[src/sram_host_pkg.sv]
// Purpose: constants for the async sram host controller
// Assumes: 50 MHz core clock
// Notes: timing counts derived from ns figures
package sram_host_pkg;
  // ==========================================================
  // geometry
  localparam int unsigned ADDR_W = 18;
  localparam int unsigned DATA_W = 16;
  localparam int unsigned WORDS_16 = 262144;
  localparam int unsigned WORDS_8 = 524288;
  // ==========================================================
  // timing
  localparam int unsigned CLK_PERIOD_NS = 20;
  localparam int unsigned READ_CYCLE_NS = 70;
  localparam int unsigned WRITE_PULSE_NS = 60;
  localparam int unsigned BUS_TURN_NS = 30;
  localparam int unsigned RECOVERY_NS = 100;
  localparam int unsigned READ_CYC =
    (READ_CYCLE_NS + CLK_PERIOD_NS - 1) / CLK_PERIOD_NS;
  localparam int unsigned WRITE_CYC =
    (WRITE_PULSE_NS + CLK_PERIOD_NS - 1) / CLK_PERIOD_NS;
  localparam int unsigned TURN_CYC =
    (BUS_TURN_NS + CLK_PERIOD_NS - 1) / CLK_PERIOD_NS;
  localparam int unsigned RECOVERY_CYC =
    (RECOVERY_NS + CLK_PERIOD_NS - 1) / CLK_PERIOD_NS;
  localparam int unsigned CNT_W = 4;
  // ==========================================================
  // states
  typedef enum logic [2:0] {
    ST_IDLE,
    ST_READ,
    ST_WRITE,
    ST_TURN,
    ST_RETAIN,
    ST_RECOVER
  } host_state_t;
endpackage : sram_host_pkg

[src/sram_pin_drive.sv]
// Purpose: maps a request onto sram strobes and lane enables
// Assumes: registered inputs from the sequencer
// Notes: purely combinational
`timescale 1ns/1ps
module sram_pin_drive (
  input wire logic i_wide,
  input wire logic i_sel,
  input wire logic i_rd,
  input wire logic i_wr,
  input wire logic [1:0] i_lanes,
  output logic o_chip_sel_n,
  output logic o_chip_sel_hi,
  output logic o_oe_n,
  output logic o_we_n,
  output logic o_low_lane_en_n,
  output logic o_high_lane_en_n
);
  // ==========================================================
  // strobes
  always_comb
  begin
    o_chip_sel_n = ~i_sel;
    o_chip_sel_hi = i_sel;
    o_oe_n = ~i_rd;
    o_we_n = ~(i_wr & ~i_rd);
    // byte mode leaves lanes low; device ignores them
    o_low_lane_en_n = i_wide ? ~i_lanes[0] : 1'b0;
    o_high_lane_en_n = i_wide ? ~i_lanes[1] : 1'b0;
  end
endmodule : sram_pin_drive

[src/sram_host.sv]
// Purpose: host controller for an async word/byte sram
// Assumes: one request at a time, latched in one cycle while o_ready is high
// Notes: width strap only latched while idle
// Operation
// strap high word mode, low byte mode
// keep strap steady during any access
// word mode: lane enables pick bytes
// byte mode: extra pin is address bit
// byte mode uses low eight lines only
// word read of lower byte
// word read of upper byte
// word read of full word
// byte read with extended address
// output strobe high floats device lines
// lower byte write during overlap
// upper byte write during overlap
// full word write during overlap
// byte mode write on low lines
// device floats when deselected or disabled
// host never fights a driving device
// deselected device is in standby
// no access during low supply retention
// select-controlled write keeps outputs floating
// write strobe high through every read
// model updates enabled lanes, reads combinational
`timescale 1ns/1ps
module sram_host #(
  parameter int unsigned ADDR_W = sram_host_pkg::ADDR_W
) (
  input wire logic i_core_clk,
  input wire logic i_nrst,
  input wire logic i_wide_mode,
  input wire logic i_req,
  input wire logic i_we,
  input wire logic [ADDR_W:0] i_addr,
  input wire logic [15:0] i_wdata,
  input wire logic [1:0] i_lanes,
  input wire logic i_retain,
  output logic o_ready,
  output logic o_done,
  output logic [15:0] o_rdata,
  output logic o_retaining,
  output logic o_width_select,
  output logic [ADDR_W-1:0] o_addr,
  output logic o_byte_addr_extra,
  output logic o_chip_sel_n,
  output logic o_chip_sel_hi,
  output logic o_oe_n,
  output logic o_we_n,
  output logic o_low_lane_en_n,
  output logic o_high_lane_en_n,
  input wire logic [15:0] i_dq,
  output logic [15:0] o_dq,
  output logic [15:0] o_dq_oe
);
  // ==========================================================
  // state
  sram_host_pkg::host_state_t st_q, st_d;
  logic [sram_host_pkg::CNT_W-1:0] cnt_q, cnt_d;
  logic wide_q, wide_d;
  logic sel_q, sel_d;
  logic rd_q, rd_d;
  logic wr_q, wr_d;
  logic [1:0] lanes_q, lanes_d;
  logic [ADDR_W-1:0] addr_q, addr_d;
  logic extra_q, extra_d;
  logic [15:0] wdata_q, wdata_d;
  logic [15:0] rdata_q, rdata_d;
  logic done_q, done_d;

  localparam logic [sram_host_pkg::CNT_W-1:0] READ_N =
    sram_host_pkg::CNT_W'(sram_host_pkg::READ_CYC);
  localparam logic [sram_host_pkg::CNT_W-1:0] WRITE_N =
    sram_host_pkg::CNT_W'(sram_host_pkg::WRITE_CYC);
  localparam logic [sram_host_pkg::CNT_W-1:0] TURN_N =
    sram_host_pkg::CNT_W'(sram_host_pkg::TURN_CYC);
  localparam logic [sram_host_pkg::CNT_W-1:0] REC_N =
    sram_host_pkg::CNT_W'(sram_host_pkg::RECOVERY_CYC);

  // lanes actually used in the chosen width
  function automatic logic [1:0] eff_lanes(input logic wide,
                                           input logic [1:0] ln);
    eff_lanes = wide ? ln : 2'h1;
  endfunction : eff_lanes

  // ==========================================================
  // sequencer
  always_comb
  begin
    st_d = st_q;
    cnt_d = cnt_q;
    wide_d = wide_q;
    sel_d = sel_q;
    rd_d = rd_q;
    wr_d = wr_q;
    lanes_d = lanes_q;
    addr_d = addr_q;
    extra_d = extra_q;
    wdata_d = wdata_q;
    rdata_d = rdata_q;
    done_d = 1'b0;
    unique case (st_q)
      sram_host_pkg::ST_IDLE:
      begin
        // strap only sampled here, so it stays fixed mid access
        wide_d = i_wide_mode;
        if (i_retain)
        begin
          st_d = sram_host_pkg::ST_RETAIN;
        end
        else if (i_req)
        begin
          sel_d = 1'b1;
          lanes_d = eff_lanes(i_wide_mode, i_lanes);
          if (i_wide_mode)
          begin
            addr_d = i_addr[ADDR_W-1:0];
            extra_d = 1'b0;
          end
          else
          begin
            // byte address: low bit goes on the extra pin
            addr_d = i_addr[ADDR_W:1];
            extra_d = i_addr[0];
          end
          wdata_d = i_wide_mode ? i_wdata : {8'h00, i_wdata[7:0]};
          if (i_we)
          begin
            wr_d = 1'b1;
            cnt_d = WRITE_N;
            st_d = sram_host_pkg::ST_WRITE;
          end
          else
          begin
            rd_d = 1'b1;
            cnt_d = READ_N;
            st_d = sram_host_pkg::ST_READ;
          end
        end
      end
      sram_host_pkg::ST_READ:
      begin
        cnt_d = cnt_q - 1'b1;
        if (cnt_q == 1)
        begin
          rdata_d[7:0] = lanes_q[0] ? i_dq[7:0] : 8'h00;
          rdata_d[15:8] = lanes_q[1] ? i_dq[15:8] : 8'h00;
          rd_d = 1'b0;
          sel_d = 1'b0;
          done_d = 1'b1;
          cnt_d = TURN_N;
          // device needs time to float before we may drive
          st_d = sram_host_pkg::ST_TURN;
        end
      end
      sram_host_pkg::ST_WRITE:
      begin
        cnt_d = cnt_q - 1'b1;
        if (cnt_q == 1)
        begin
          wr_d = 1'b0;
          sel_d = 1'b0;
          done_d = 1'b1;
          cnt_d = 4'h1;
          st_d = sram_host_pkg::ST_TURN;
        end
      end
      sram_host_pkg::ST_TURN:
      begin
        cnt_d = cnt_q - 1'b1;
        if (cnt_q == 1)
        begin
          st_d = sram_host_pkg::ST_IDLE;
        end
      end
      sram_host_pkg::ST_RETAIN:
      begin
        if (!i_retain)
        begin
          cnt_d = REC_N;
          st_d = sram_host_pkg::ST_RECOVER;
        end
      end
      sram_host_pkg::ST_RECOVER:
      begin
        cnt_d = cnt_q - 1'b1;
        if (cnt_q == 1)
        begin
          st_d = sram_host_pkg::ST_IDLE;
        end
      end
      default:
      begin
        st_d = sram_host_pkg::ST_IDLE;
      end
    endcase
  end

  always_ff @(posedge i_core_clk)
  begin
    if (!i_nrst)
    begin
      st_q <= sram_host_pkg::ST_IDLE;
      cnt_q <= 4'h0;
      wide_q <= 1'b1;
      sel_q <= 1'b0;
      rd_q <= 1'b0;
      wr_q <= 1'b0;
      lanes_q <= 2'h0;
      addr_q <= '0;
      extra_q <= 1'b0;
      wdata_q <= 16'h0000;
      rdata_q <= 16'h0000;
      done_q <= 1'b0;
    end
    else
    begin
      st_q <= st_d;
      cnt_q <= cnt_d;
      wide_q <= wide_d;
      sel_q <= sel_d;
      rd_q <= rd_d;
      wr_q <= wr_d;
      lanes_q <= lanes_d;
      addr_q <= addr_d;
      extra_q <= extra_d;
      wdata_q <= wdata_d;
      rdata_q <= rdata_d;
      done_q <= done_d;
    end
  end

  // ==========================================================
  // pins
  sram_pin_drive u_pins (
    .i_wide(wide_q),
    .i_sel(sel_q),
    .i_rd(rd_q),
    .i_wr(wr_q),
    .i_lanes(lanes_q),
    .o_chip_sel_n(o_chip_sel_n),
    .o_chip_sel_hi(o_chip_sel_hi),
    .o_oe_n(o_oe_n),
    .o_we_n(o_we_n),
    .o_low_lane_en_n(o_low_lane_en_n),
    .o_high_lane_en_n(o_high_lane_en_n)
  );

  always_comb
  begin
    o_width_select = wide_q;
    o_addr = addr_q;
    o_byte_addr_extra = extra_q;
    o_dq = wdata_q;
    // only drive the lanes being written, never while reading
    o_dq_oe[7:0] = {8{wr_q & lanes_q[0]}};
    o_dq_oe[15:8] = {8{wr_q & lanes_q[1] & wide_q}};
    o_ready = (st_q == sram_host_pkg::ST_IDLE) & ~i_retain;
    o_done = done_q;
    o_rdata = rdata_q;
    o_retaining = (st_q == sram_host_pkg::ST_RETAIN);
  end
endmodule : sram_host

[config.mk]
export PLATFORM = sky130hd
export DESIGN_NAME = sram_host
export DESIGN_NICKNAME = d
export VERILOG_FILES = /design/src/sram_host_pkg.sv /design/src/sram_pin_drive.sv /design/src/sram_host.sv
export SDC_FILE = /design/constraint.sdc
export NUM_CORES = 1
export LEC_CHECK = 0
export ABC_AREA = 1
export BUFFER_PORTS_ARGS = -buffer_cell sky130_fd_sc_hd__buf_2
export CORE_ASPECT_RATIO = 1.4
export CORE_MARGIN = 4
export CORE_UTILIZATION = 40
export CTS_CLUSTER_SIZE = 40
export DETAILED_ROUTE_END_ITERATION = 12
export PLACE_DENSITY = 0.74
export SYNTH_ARGS = -nofsm -noshare
export SYNTH_HDL_FRONTEND = slang
export SYNTH_SLANG_ARGS = --single-unit
[constraint.sdc]
create_clock -name i_core_clk -period 1.84 [get_ports i_core_clk]
set_input_delay 0.368 -clock i_core_clk [delete_from_list [all_inputs] [get_ports i_core_clk]]
set_output_delay 0.368 -clock i_core_clk [all_outputs]
set_load 0.005 [all_outputs]
==> out/metrics.yaml <==
timing.fmax_mhz: 589
worst_pin_slew_ns: 0.574
antenna_cells: 0
synth_commonest_cells: "nand2_1 (100), a21oi_1 (66), dfxtp_1 (65)"
dpl.hpwl_um: 6330
nFillCells: 727
setup_slack_ns: 0.142
yosysSeqAreaShare_pct: 42.2
r2r-end: "rd_q$_SDFFE_PN0P_"
ys_types: 29
rsz0062_at_grt: "false"
dr.pass1.iters: 4
first_global_vias: 3058
die_y_um: 112
pin_count: 136
clk_latency_ns: 0.34
maxCapViolations: 0
initial_core_util_pct: 41.6
r2r.worst_path.cells: 8
yosys_warnings: 0
clk_path_buf_depth: 2
final_max_slew_viol_count: 0
worstHoldPathType: "input pin to register"
ys_ff_latch: 65
row_count: 37
ys.flop_type: "dfxtp_1"
hold_violations: 0
syn-cell-area_mm2: 0.00308
min_period_ns: 1.70
die_w_um: 82.2
drt-initial-drc-count: 250
cts_root_buf: "clkbuf_8"
vias: 3232
cts_tree: "done"
skew_ns: 0.00893
crit_arrival_ns: 1.33
fin_crit_sh_pct: 92.3
area_delta_synth_final_pct: 28.4
critPathRequiredTime_ns: 1.47
crit_path_end: "o_ready"
synthTopCellsByArea: "dfxtp_1 (42%), nand2_1 (12%), a21oi_1 (11%), nand3_1 (7.3%), o21ai_0 (4.4%)"
power.density_mw_per_mm2: 1220
setup_viol: 0
postRouteAntennaNets: 0
cp_max_fo: 11
nets: 600
cts.sinks: 65
grtUsageTotal_pct: 18.8
whs_ns: 0.287
yosysMostFrequentCell: "nand2_1"
drive_gt1_share_pct: 32.2
power_uw: 4830
crit_path_end_kind: "primary output"
fin_setup_tns_ns: 0
synth_area_leader_cell: "dfxtp_1"
crit_path_start_kind: "register"
drc: 0
cpMaxStageDelayCell: "dfxtp_2"
core-area_mm2: 0.00741
r2r-start: "cnt_q[1]$_SDFFE_PN0P_"
grt-ovfl-total: 0
wl_met3_um: 748
cts.htree.levels: 3
crit_chain: "nor2_8 -> nand2_4 -> nor2_8 -> buf_2"
synthCells: 426
synth_async_sr_flop_share_pct: 0
post-place-ws_ns: 0.201
leakagePower_uw: 0.00191
post-cts-setup-buffers: 0
wl_met1_um: 3350
crit_type: "register to primary output"
grt_pass1_wl_um: 13700
wl_met2_um: 4430
die_area_mm2: 0.00919
drt_wl_total_um: 8710
synth_top_area_share_pct: 42.2
syn_area_per_cell_um2: 7.23
avgRoutedWirePerCell_um: 13.6
status: "complete, no violations"
top_layer: "met4"
cts-buffers-inserted: 9
grt_max_degree: 35
relSlewSlack_pct: 61.7
port_buffers: 135
crit_start: "st_q[2]$_SDFFE_PN0P_"
cts.clk_slew.worst_paths_ns: 0.08
gp_routability_congestion: 0.879
irDropWorstVdd_mv: 0.569
reg2reg_slack_ns: 0.15
crit_top_cell: "nor2_8"
cpPeakStageDelay_ns: 0.40
via_per_inst: 5.04
synth_edf_count: 0
antenna_found_initial: 0
synth_nets: 487
-- state kept, by name (all words and copies together) (netlist names) --
name               cells
lanes_q                2
o_done                 1
wr_q                   1
o_width_select         1
st_q                   3
cnt_q                  4
sel_q                  1
o_byte_addr_extra      1
o_dq                  16
rd_q                   1
o_rdata               16
o_addr                18
-- worst min-delay path by stage --
stage	startpoint	endpoint	slack [ns]	cells after the start
after floorplan	lanes_q[0]$_SDFFE_PN0P_	o_rdata[0]$_SDFFE_PN0P_	0.46	2
after global placement	o_addr[6]$_SDFFE_PN0P_	o_addr[6]$_SDFFE_PN0P_	0.44	2
after detailed placement	o_dq[5]$_SDFFE_PN0P_	o_dq[5]$_SDFFE_PN0P_	0.45	2
after CTS	i_dq[15]	o_rdata[15]$_SDFFE_PN0P_	0.27	3
after global routing	i_dq[12]	o_rdata[12]$_SDFFE_PN0P_	0.28	3
final	i_dq[15]	o_rdata[15]$_SDFFE_PN0P_	0.29	3
-- repair_timing --
action                                  4_1_cts  5_1_grt
endpoints found under the setup margin        0        3
hold buffers                                  0        0
gates resized for setup                       0        3
-- area by class of cell --
class	count	area (µm²)	area share [%]
inverter	32	121	3.07
multi-input combinational	287	1400	35.4
timing repair buffer	144	781	19.7
sequential	65	1300	33.0
clock buffer	10	138	3.48
clock inverter	6	90.1	2.28
tap	97	121	3.07
-- cells by family (layout without fill, tap and decap cells) --
family	Yosys count	after routing	synth area share (%)
AOI/OAI and AO/OA	98	98	16.6
DFF	65	65	42.2
xor gates and xnor gates	2	2	0.569
adders and majority gates	2	2	0.812
and+or+nand+nor	185	185	27.4
buffers and inverters	74	192	12.3
-- layout by cell type (no fill, tap or decap), types with 3 or more instances in the layout --
cell type  netlist  final
nand3_1         45     45
buf_4           16      6
nand4_1         11     11
nor2_1          18     18
buf_2            7    135
inv_1           30     29
nand2_1        100    100
o21ai_0         27     27
clkbuf_8         1     10
buf_12           0      3
a21oi_1         66     66
dfxtp_1         65     63
-- power breakdown --
part           leakage [µW]  switching (µW)  internal [µW]  total, µW
combinational       0.00127            1050            642       1690
sequential         0.000529             182           1590       1770
clock              0.000113             567            804       1370
total               0.00191            1800           3040       4830
-- critical path: cells and delay by family, from the launching register on --
| family | cells | cell delay, ns |
|---|---|---|
| simple gates | 3 | 0.44 |
| buf+inv | 1 | 0.15 |
| flops | 1 | 0.40 |
-- per-stage QoR --
step                      cell area (µm²)  std cells  util (%)
after floorplan                      3080        426         -
after global placement               3720        625      50.3
after detailed placement             3720        625      50.3
after CTS                            3950        641      53.4
after global routing                 3960        641      53.4
final                                3960        641      53.4
-- metal layers --
| layer | GRT usage, % | vias up |
|---|---|---|
| li1 | - | 1614 |
| met3 | 6.23 | 14 |
| met5 | 0 | - |
| met2 | 31.4 | 128 |
| met4 | 8.31 | 0 |
| met1 | 21.3 | 1476 |
Power figures use the tool's default switching activity.
